$ cat src/include/hpm_defs.svh
// Offsets, field positions, reset values and strap codes of the pin mux
`ifndef HPM_DEFS_SVH
`define HPM_DEFS_SVH

// ----------------------------------------------------------------------
// Register offsets
// ----------------------------------------------------------------------
`define HPM_ADDR_W 8
`define HPM_OFS_DISP_MODE 8'h02
`define HPM_OFS_PANEL_CFG 8'h20
`define HPM_OFS_STATUS 8'h21

// ----------------------------------------------------------------------
// Field positions and reset values
// ----------------------------------------------------------------------
`define HPM_VINV_EN_BIT 1
`define HPM_FMT_LSB 0
`define HPM_FMT_MSB 3
`define HPM_PWR_ON_BIT 4
`define HPM_DISP_MODE_RST 8'h00
`define HPM_PANEL_CFG_RST 8'h00

// ----------------------------------------------------------------------
// Host select strap codes
// ----------------------------------------------------------------------
`define HPM_SEL_SYNC_A 3'h0
`define HPM_SEL_SYNC_B 3'h1
`define HPM_SEL_ASTB_1 3'h3
`define HPM_SEL_ASTB_2 3'h5
`define HPM_SEL_GENERIC 3'h7

`endif

$ cat src/include/hpm_pkg.sv
// Types shared by the pin mux modules
`default_nettype none
package hpm_pkg;
	typedef enum logic [2:0] {
		HPM_HOST_SYNC_A = 3'b000,
		HPM_HOST_SYNC_B = 3'b001,
		HPM_HOST_ASTB_1 = 3'b010,
		HPM_HOST_ASTB_2 = 3'b011,
		HPM_HOST_GEN_1 = 3'b100,
		HPM_HOST_GEN_2 = 3'b101,
		HPM_HOST_RESERVED = 3'b111
	} hpm_host_t;

	typedef enum logic [3:0] {
		HPM_FMT_MONO4 = 4'b0000,
		HPM_FMT_MONO8 = 4'b0001,
		HPM_FMT_MONO8_DUAL = 4'b0010,
		HPM_FMT_COL4 = 4'b0011,
		HPM_FMT_COL8_F1 = 4'b0100,
		HPM_FMT_COL8_F2 = 4'b0101,
		HPM_FMT_COL8_DUAL = 4'b0110,
		HPM_FMT_TFT9 = 4'b0111,
		HPM_FMT_TFT12 = 4'b1000
	} hpm_fmt_t;
endpackage : hpm_pkg
`default_nettype wire

$ cat src/include/hpm_strap_if.sv
// Latched strap values passed from the strap latch to the pin mux
`default_nettype none
interface hpm_strap_if;
	logic power_active_high;
	logic big_endian;
	hpm_pkg::hpm_host_t host_mode;

	modport latch (output power_active_high, output big_endian,
		output host_mode);
	modport user (input power_active_high, input big_endian,
		input host_mode);
endinterface : hpm_strap_if
`default_nettype wire

$ cat src/hpm_strap_latch.sv
// Strap capture and host style decode
`include "hpm_defs.svh"
`default_nettype none
module hpm_strap_latch
	import hpm_pkg::*;
(
	// Clock and reset
	input wire logic ref_clk,
	input wire logic rst_b,
	// Strap pins
	input wire logic panel_power_polarity_strap,
	input wire logic byte_order_strap,
	input wire logic [2:0] host_select_strap,
	input wire logic bus_start_n,
	// Latched values
	hpm_strap_if.latch straps
);
	hpm_host_t next_host_mode;

	// ------------------------------------------------------------------
	// Host style decode
	// ------------------------------------------------------------------
	always_comb begin
		case (host_select_strap)
			`HPM_SEL_SYNC_A: next_host_mode = HPM_HOST_SYNC_A;
			`HPM_SEL_SYNC_B: next_host_mode = HPM_HOST_SYNC_B;
			`HPM_SEL_ASTB_1: next_host_mode = HPM_HOST_ASTB_1;
			`HPM_SEL_ASTB_2: next_host_mode = HPM_HOST_ASTB_2;
			`HPM_SEL_GENERIC: next_host_mode = bus_start_n ?
				HPM_HOST_GEN_2 : HPM_HOST_GEN_1;
			default: next_host_mode = HPM_HOST_RESERVED;
		endcase
	end

	// ------------------------------------------------------------------
	// Capture while reset is held, frozen after release
	// ------------------------------------------------------------------
	always_ff @(posedge ref_clk) begin
		if (!rst_b) begin
			straps.power_active_high <= panel_power_polarity_strap;
			straps.big_endian <= byte_order_strap;
			straps.host_mode <= next_host_mode;
		end
	end

	strap_hold_a: assert property (@(posedge ref_clk)
		rst_b && $past(rst_b) |-> $stable(straps.host_mode) &&
		$stable(straps.big_endian) && $stable(straps.power_active_high))
		else $error("strap value changed outside reset");

	strap_decode_a: assert property (@(posedge ref_clk)
		!rst_b && host_select_strap == 3'h7 && !bus_start_n |=>
		straps.host_mode == HPM_HOST_GEN_1)
		else $error("generic host 1 not selected");
endmodule : hpm_strap_latch
`default_nettype wire

$ cat src/hpm_pin_mux.sv
// Host and panel pin multiplexer top level
//
// How it works
// Panel power is active high when polarity strap is 1, else low.
// Byte order strap 1 swaps host bytes big-endian; 0 is little-endian.
// Host select strap picks one of six 16-bit host styles.
// Board ties bus start low or high to choose generic host.
// Address-strobe host 1 strobes on address bit 0 and upper write.
// Address-strobe host 2 takes size bits on read and lower write.
// 4-bit passive data on pins 7 to 4; dual splits nibbles.
// Aux pin carries bias, second shift clock, or display enable.
// 9-bit TFT uses pins 0 to 8; 12-bit uses all twelve.
// Video invert enable turns free pin 11 into an invert input.
// Reset clears registers, drives the strobe, panel and power outputs inactive and host wait high, which is a wait in both address-strobe styles.
// Straps are captured during reset and held until the next.
`include "hpm_defs.svh"
`default_nettype none
module hpm_pin_mux
	import hpm_pkg::*;
(
	// Clock and reset
	input wire logic ref_clk,
	input wire logic rst_b,
	// Straps
	input wire logic panel_power_polarity_strap,
	input wire logic byte_order_strap,
	input wire logic [2:0] host_select_strap,
	// Register port
	input wire logic [7:0] reg_addr,
	input wire logic [7:0] reg_wdata,
	input wire logic reg_wr,
	input wire logic reg_rd,
	output logic [7:0] reg_rdata,
	// Host pins
	input wire logic bus_start_n,
	input wire logic address_bit_zero,
	input wire logic upper_write_strobe_n,
	input wire logic lower_write_strobe_n,
	input wire logic read_n,
	input wire logic [15:0] host_data_bus_in,
	output logic [15:0] host_data_bus_out,
	output logic host_wait_n,
	// Host side toward the core
	input wire logic [15:0] core_rdata,
	input wire logic core_busy,
	output logic [15:0] core_wdata,
	output logic core_lo_strobe_n,
	output logic core_hi_strobe_n,
	output logic [1:0] core_size,
	output logic core_addr0,
	output logic core_upper_half,
	// Panel timing sources
	input wire logic [11:0] pixel_in,
	input wire logic frame_in,
	input wire logic line_in,
	input wire logic shift_in,
	input wire logic shift2_in,
	input wire logic bias_in,
	input wire logic display_enable_in,
	input wire logic [3:0] gpio_out,
	input wire logic [3:0] gpio_oe,
	// Panel pins
	output logic [11:0] panel_data_pins_out,
	output logic [11:0] panel_data_pins_oe,
	input wire logic [11:8] panel_data_pins_in,
	output logic frame_pulse,
	output logic line_pulse,
	output logic panel_shift_clock,
	output logic panel_aux_out,
	output logic panel_power_out,
	output logic video_invert
);
	hpm_strap_if straps ();
	logic [7:0] disp_mode;
	logic [7:0] panel_cfg;
	hpm_fmt_t fmt;
	logic tft;
	logic [11:0] next_data;
	logic [11:8] next_oe;
	logic pin11_free;

	// ------------------------------------------------------------------
	// Strap capture
	// ------------------------------------------------------------------
	hpm_strap_latch u_straps (
		.ref_clk(ref_clk),
		.rst_b(rst_b),
		.panel_power_polarity_strap(panel_power_polarity_strap),
		.byte_order_strap(byte_order_strap),
		.host_select_strap(host_select_strap),
		.bus_start_n(bus_start_n),
		.straps(straps.latch)
	);

	// ------------------------------------------------------------------
	// Register port
	// ------------------------------------------------------------------
	always_ff @(posedge ref_clk) begin
		if (!rst_b) begin
			disp_mode <= `HPM_DISP_MODE_RST;
			panel_cfg <= `HPM_PANEL_CFG_RST;
		end else if (reg_wr) begin
			if (reg_addr == `HPM_OFS_DISP_MODE)
				disp_mode <= reg_wdata;
			if (reg_addr == `HPM_OFS_PANEL_CFG)
				panel_cfg <= reg_wdata;
		end
	end

	always_ff @(posedge ref_clk) begin
		if (!rst_b) begin
			reg_rdata <= 8'h00;
		end else if (reg_rd) begin
			case (reg_addr)
				`HPM_OFS_DISP_MODE: reg_rdata <= disp_mode;
				`HPM_OFS_PANEL_CFG: reg_rdata <= panel_cfg;
				`HPM_OFS_STATUS: reg_rdata <= {2'h0, video_invert,
					straps.host_mode, straps.big_endian,
					straps.power_active_high};
				default: reg_rdata <= 8'h00;
			endcase
		end else begin
			reg_rdata <= 8'h00;
		end
	end

	// ------------------------------------------------------------------
	// Host pin mapping
	// ------------------------------------------------------------------
	always_comb begin
		core_wdata = straps.big_endian ?
			{host_data_bus_in[7:0], host_data_bus_in[15:8]} :
			host_data_bus_in;
		host_data_bus_out = straps.big_endian ?
			{core_rdata[7:0], core_rdata[15:8]} : core_rdata;
		core_addr0 = address_bit_zero;
		core_lo_strobe_n = lower_write_strobe_n;
		core_hi_strobe_n = upper_write_strobe_n;
		core_size = 2'h0;
		core_upper_half = 1'b0;
		host_wait_n = !core_busy;
		case (straps.host_mode)
			HPM_HOST_ASTB_1: begin
				core_addr0 = 1'b0;
				core_lo_strobe_n = address_bit_zero;
				core_hi_strobe_n = upper_write_strobe_n;
				host_wait_n = core_busy;
			end
			HPM_HOST_ASTB_2: begin
				core_size = {read_n, lower_write_strobe_n};
				core_upper_half = 1'b1;
				core_lo_strobe_n = upper_write_strobe_n;
				host_wait_n = core_busy;
			end
			HPM_HOST_GEN_2: core_hi_strobe_n = upper_write_strobe_n;
			HPM_HOST_RESERVED: host_wait_n = 1'b1;
			default: host_wait_n = !core_busy;
		endcase
		if (!rst_b) begin
			host_wait_n = 1'b1;
			core_lo_strobe_n = 1'b1;
			core_hi_strobe_n = 1'b1;
		end
	end

	// ------------------------------------------------------------------
	// Panel data mapping
	// ------------------------------------------------------------------
	assign fmt = hpm_fmt_t'(panel_cfg[`HPM_FMT_MSB:`HPM_FMT_LSB]);
	assign tft = fmt == HPM_FMT_TFT9 || fmt == HPM_FMT_TFT12;
	assign pin11_free = fmt != HPM_FMT_TFT12;

	always_comb begin
		next_data = {gpio_out, 8'h00};
		next_oe = gpio_oe;
		case (fmt)
			HPM_FMT_MONO4, HPM_FMT_COL4:
				next_data[7:0] = {pixel_in[3:0], 4'h0};
			HPM_FMT_TFT9: begin
				next_data[8:0] = {pixel_in[0], pixel_in[1], pixel_in[2],
					pixel_in[3], pixel_in[4], pixel_in[5],
					pixel_in[6], pixel_in[7], pixel_in[8]};
				next_oe[8] = 1'b1;
			end
			HPM_FMT_TFT12: begin
				next_data = {pixel_in[0], pixel_in[4], pixel_in[8],
					pixel_in[1], pixel_in[2], pixel_in[3],
					pixel_in[5], pixel_in[6], pixel_in[7],
					pixel_in[9], pixel_in[10], pixel_in[11]};
				next_oe = 4'hf;
			end
			default: next_data[7:0] = pixel_in[7:0];
		endcase
		if (pin11_free && disp_mode[`HPM_VINV_EN_BIT])
			next_oe[11] = 1'b0;
	end

	always_ff @(posedge ref_clk) begin
		if (!rst_b) begin
			panel_data_pins_out <= 12'h000;
			panel_data_pins_oe <= 12'h000;
		end else begin
			panel_data_pins_out <= next_data;
			panel_data_pins_oe <= {next_oe, 8'hff};
		end
	end

	// ------------------------------------------------------------------
	// Timing, aux, power and invert outputs
	// ------------------------------------------------------------------
	always_ff @(posedge ref_clk) begin
		if (!rst_b) begin
			frame_pulse <= 1'b0;
			line_pulse <= 1'b0;
			panel_shift_clock <= 1'b0;
			panel_aux_out <= 1'b0;
			video_invert <= 1'b0;
		end else begin
			frame_pulse <= frame_in;
			line_pulse <= line_in;
			panel_shift_clock <= shift_in;
			if (tft)
				panel_aux_out <= display_enable_in;
			else if (fmt == HPM_FMT_COL8_F1)
				panel_aux_out <= shift2_in;
			else
				panel_aux_out <= bias_in;
			video_invert <= pin11_free && disp_mode[`HPM_VINV_EN_BIT] &&
				panel_data_pins_in[11];
		end
	end

	always_ff @(posedge ref_clk) begin
		if (!rst_b)
			panel_power_out <= !straps.power_active_high;
		else
			panel_power_out <= panel_cfg[`HPM_PWR_ON_BIT] ~^
				straps.power_active_high;
	end

	// ------------------------------------------------------------------
	// Checks
	// ------------------------------------------------------------------
	power_level_a: assert property (@(posedge ref_clk) disable iff (!rst_b)
		$past(rst_b) |-> panel_power_out ==
		($past(panel_cfg[`HPM_PWR_ON_BIT]) == straps.power_active_high))
		else $error("panel power level wrong");
	swap_bytes_a: assert property (@(posedge ref_clk) disable iff (!rst_b)
		straps.big_endian |-> core_wdata[7:0] == host_data_bus_in[15:8])
		else $error("byte order not swapped");
	astb1_strobe_a: assert property (@(posedge ref_clk) disable iff (!rst_b)
		straps.host_mode == HPM_HOST_ASTB_1 |->
		core_lo_strobe_n == address_bit_zero && host_wait_n == core_busy)
		else $error("address strobe host 1 mapping wrong");
	astb2_size_a: assert property (@(posedge ref_clk) disable iff (!rst_b)
		straps.host_mode == HPM_HOST_ASTB_2 |->
		core_size == {read_n, lower_write_strobe_n} && core_upper_half)
		else $error("address strobe host 2 mapping wrong");
	nibble_zero_a: assert property (@(posedge ref_clk) disable iff (!rst_b)
		rst_b && fmt == HPM_FMT_MONO4 ##1 fmt == HPM_FMT_MONO4 |->
		panel_data_pins_out[3:0] == 4'h0 &&
		panel_data_pins_out[7:4] == $past(pixel_in[3:0]))
		else $error("4-bit panel data misplaced");
	aux_source_a: assert property (@(posedge ref_clk) disable iff (!rst_b)
		rst_b && tft ##1 tft |-> panel_aux_out == $past(display_enable_in))
		else $error("aux pin not display enable");
	tft9_gpio_a: assert property (@(posedge ref_clk) disable iff (!rst_b)
		rst_b && fmt == HPM_FMT_TFT9 ##1 fmt == HPM_FMT_TFT9 |->
		panel_data_pins_oe[8] && panel_data_pins_out[0] == $past(pixel_in[8]))
		else $error("9-bit panel mapping wrong");
	invert_input_a: assert property (@(posedge ref_clk) disable iff (!rst_b)
		$past(rst_b) && $past(pin11_free && disp_mode[`HPM_VINV_EN_BIT]) |->
		!panel_data_pins_oe[11])
		else $error("pin 11 driven while invert input");
	reset_quiet_a: assert property (@(posedge ref_clk)
		!$past(rst_b) |-> panel_data_pins_out == 12'h000 && !frame_pulse &&
		!panel_aux_out && panel_data_pins_oe[11:8] == 4'h0)
		else $error("outputs active after reset");
endmodule : hpm_pin_mux
`default_nettype wire

$ cat config.mk
export PLATFORM = sky130hd
export DESIGN_NAME = hpm_pin_mux
export DESIGN_NICKNAME = d
export VERILOG_FILES = /design/src/include/hpm_pkg.sv /design/src/include/hpm_strap_if.sv /design/src/hpm_strap_latch.sv /design/src/hpm_pin_mux.sv
export VERILOG_INCLUDE_DIRS = /design/src /design/src/include
export SDC_FILE = /design/constraint.sdc
export NUM_CORES = 1
export LEC_CHECK = 0
export ABC_AREA = 1
export BUFFER_PORTS_ARGS = -buffer_cell sky130_fd_sc_hd__clkbuf_2
export CAP_MARGIN = 20
export CORE_UTILIZATION = 30
export CTS_CLUSTER_SIZE = 14
export DETAILED_ROUTE_END_ITERATION = 7
export REMOVE_ABC_BUFFERS = 1
export SETUP_SLACK_MARGIN = 0.15
export SLEW_MARGIN = 10
export SYNTH_ARGS = -nofsm -noshare
export SYNTH_HDL_FRONTEND = slang
export SYNTH_HIERARCHICAL = 1
export SYNTH_SLANG_ARGS = --single-unit
$ cat constraint.sdc
create_clock -name ref_clk -period 1.4 [get_ports ref_clk]
set_input_delay 0.14 -clock ref_clk [delete_from_list [all_inputs] [get_ports ref_clk]]
set_output_delay 0.14 -clock ref_clk [all_outputs]
set_load 0.01 [all_outputs]
==> results.json <==
{
  "wl_per_cell_um": 11.3,
  "hold_class": "in -> reg",
  "overflow": 0,
  "antenna_found_initial": 0,
  "ir_drop_mv": 0.370,
  "synth_flop_cell": "dfxtp_1",
  "portBuffers": 166,
  "diodes": 0,
  "reg2reg_depth": 8,
  "synth-edff-count": 5,
  "area_delta_synth_final_pct": 42.8,
  "status": "finished, violations left",
  "tightest_slew_ns": 0.436,
  "violations": "setup timing",
  "netlist_area_um2": 2860,
  "synth_common_cells": "93 x nand2_1, 87 x nor2_1, 68 x inv_1, 50 x nand3_1, 47 x dfxtp_1",
  "worst_slack_ns": -0.0539,
  "ys_types": 28,
  "rr_endpoint": "panel_data_pins_oe[8]$_SDFF_PN0_",
  "cts_root_buf": "clkbuf_8",
  "synthTopCellsByArea": "dfxtp_1 33%, nand2_1 12%, nor2_1 11%",
  "end_kind": "output pin",
  "placedInstanceArea_um2": 3830,
  "drc_errors": 0,
  "setup_viol": 17,
  "yosys.area.top_type": "dfxtp_1",
  "cts_num_sinks": 52,
  "power_mw": 3.12,
  "nets": 713,
  "layout_min_cycle_time_ns": 1.45,
  "min_to": "panel_shift_clock$_SDFF_PN0_",
  "synth_top_area_share": 0.329,
  "die_area_um2": 9930,
  "rr_startpoint": "panel_cfg[1]$_SDFFE_PN0P_",
  "ys.warnings.count": 6,
  "stdcell_count": 750,
  "dp_hpwl_um": 6630,
  "worstPathCellList": "inv_2, buf_4, o211ai_1, o211ai_1, clkbuf_2",
  "synth-seq-cells": 52,
  "hp-start": "shift_in",
  "grt_pass1_wl_um": 12500,
  "final_cell_area_um2": 4090,
  "ys_seq_area_frac": 0.381,
  "clock_latency_ns": 0.31,
  "async_reset_ff_frac": 0,
  "cts-htree-levels": 2,
  "routed_wirelength_um": 8440,
  "power.leakage_nw": 2.22,
  "layout-drive-gt1-share": 0.377,
  "initial_core_util": 0.310,
  "vias": 3293,
  "gp_congestion": 0.777,
  "synthCells": 450,
  "maxCapViolCount": 0,
  "slew_headroom": 0.709,
  "rsz0062_at_grt": "yes",
  "critPathMaxFanout": 2,
  "grt_pass1_vias": 2737,
  "die_w_um": 99.6,
  "drt_pass1_iterations": 4,
  "path_clk_slew_ns": 0.09,
  "fmax_mhz": 688,
  "synth_most_common_cell": "nand2_1",
  "hold_depth": 3,
  "dp_cells": 737,
  "crit_path_top_delay_cell": "edfxtp_1",
  "cts_buffers": 5,
  "die_h_um": 99.6,
  "final_util": 0.442,
  "fillerInstances": 966,
  "ios": 170,
  "fin_crit_sh": 1.04,
  "ant_nets": 0,
  "timing.critical_path.mode_cell": "o211ai_1",
  "drtIter0Drc": 133,
  "slew_viol_final": 0,
  "avgSynthCellArea_um2": 6.36,
  "std_cell_rows": 35,
  "grtUsageTotal": 0.158,
  "clock_path_buffers": 2,
  "cpPeakStageDelay_ns": 0.39,
  "cts_tree": "built",
  "cp-start-kind": "flip-flop",
  "viasPerCell": 4.39,
  "critical_path_class": "reg -> out",
  "grt_max_degree": 44,
  "coreArea_um2": 9240,
  "r2r_slack_ns": 0.18,
  "required_ns": 1.26,
  "finClkSkew_ns": 0.0126,
  "powerDensity_nw_per_um2": 763,
  "cp.arrival_ns": 1.31,
  "hold_viol": 0
}
## worst max path at each step
| stage | start | end | slack (ns) | depth (start not counted) |
|---|---|---|---|---|
| floorplan | u_straps/straps.big_endian$_DFFE_PN_ | core_wdata[0] | -0.32 | 1 |
| finish | u_straps/straps.host_mode[2]$_DFFE_PN_ | host_wait_n | -0.05 | 5 |
| detailed placement | reg_addr[7] | reg_rdata[5]$_SDFF_PN0_ | 0.08 | 8 |
| CTS | u_straps/straps.host_mode[2]$_DFFE_PN_ | host_wait_n | -0.07 | 5 |
| global placement | reg_addr[7] | reg_rdata[4]$_SDFF_PN0_ | 0.11 | 8 |
| global route | u_straps/straps.host_mode[2]$_DFFE_PN_ | host_wait_n | -0.15 | 5 |
## cell usage in the layout, fill, tap and decap left out, types with 2 or more instances in the layout
cell / count
edfxtp_1: 5
buf_4: 16
inv_1: 61
nor2_2: 7
clkbuf_2: 142
buf_2: 23
o21ai_0: 12
inv_2: 6
clkbuf_8: 5
dfxtp_4: 4
dfxtp_1: 43
nand2_2: 7
nand3_1: 48
a21oi_2: 4
nand3_2: 2
nor2_1: 81
clkbuf_1: 2
nor2_4: 5
nand2_1: 86
nand2_4: 2
a21oi_1: 22
buf_6: 2
o21ai_1: 19
o211ai_1: 2
## per-stage QoR
step	TNS [ns]	hold slack [ns]	worst slack, ns
floorplan	-10.03	0.168	-0.321
global placement	0	0.323	0.111
detailed placement	0	0.320	0.0803
CTS	-0.400	0.000225	-0.0677
global route	-3.06	0.00452	-0.153
finish	-0.306	0.00718	-0.0539
## routing by layer
metal | GRT usage | share of wire | up-vias
met5 | 0 | 0 | -
met4 | 0.0373 | 0.0096 | 0
met3 | 0.0211 | 0.049 | 7
met2 | 0.302 | 0.51 | 120
met1 | 0.186 | 0.43 | 1422
li1 | - | - | 1744
## sequential cells by signal, indices dropped and copies added (netlist names)
name and count:
disp_mode 8, frame_pulse 1, line_pulse 1, panel_aux_out 1, panel_cfg 8, panel_data_pins_oe 5, panel_data_pins_out 12, panel_power_out 1
panel_shift_clock 1, reg_rdata 8, u_straps/straps.big_endian 1, u_straps/straps.host_mode 3, u_straps/straps.power_active_high 1, video_invert 1
## critical path: cells and delay by family, from the launching register on
family | cells | cell delay [ns]
flip-flops | 1 | 0.39
buffers and inverters | 3 | 0.33
AO/OA/AOI/OAI | 2 | 0.30
## cell families (layout without fill, tap and decap cells)
logic type                count (synthesis)  count (layout)  synth area share
buffers and inverters                    92             263             0.136
DFF                                      52              52             0.381
AOI/OAI and AO/OA                        63              63             0.117
and+or+nand+nor                         242             242             0.362
xor gates and xnor gates                  1               1           0.00306
## cell type report
cell class              count  area, um^2  share of cell area
clock buffers               7        76.3              0.0187
repair buffers            186        1010               0.248
inverters                  69         262              0.0640
well taps                 129         161              0.0395
clock inverters             1        8.76             0.00214
multi-input cells         306        1460               0.357
flip-flops and latches     52        1110               0.271
## power by group
group          internal (mW)  total, mW  switching, mW
Sequential              1.54       1.56         0.0238
Combinational          0.313      0.711          0.399
Clock                  0.358      0.841          0.482
## what timing repair did
item	in CTS	in global routing
buffers inserted	3	1
endpoints found under the setup margin	47	50
hold buffers	0	1
endpoints found under the hold margin	0	1
pin swaps	1	7
resized for setup	35	52
No activity file was read; power rests on OpenSTA's default activity.
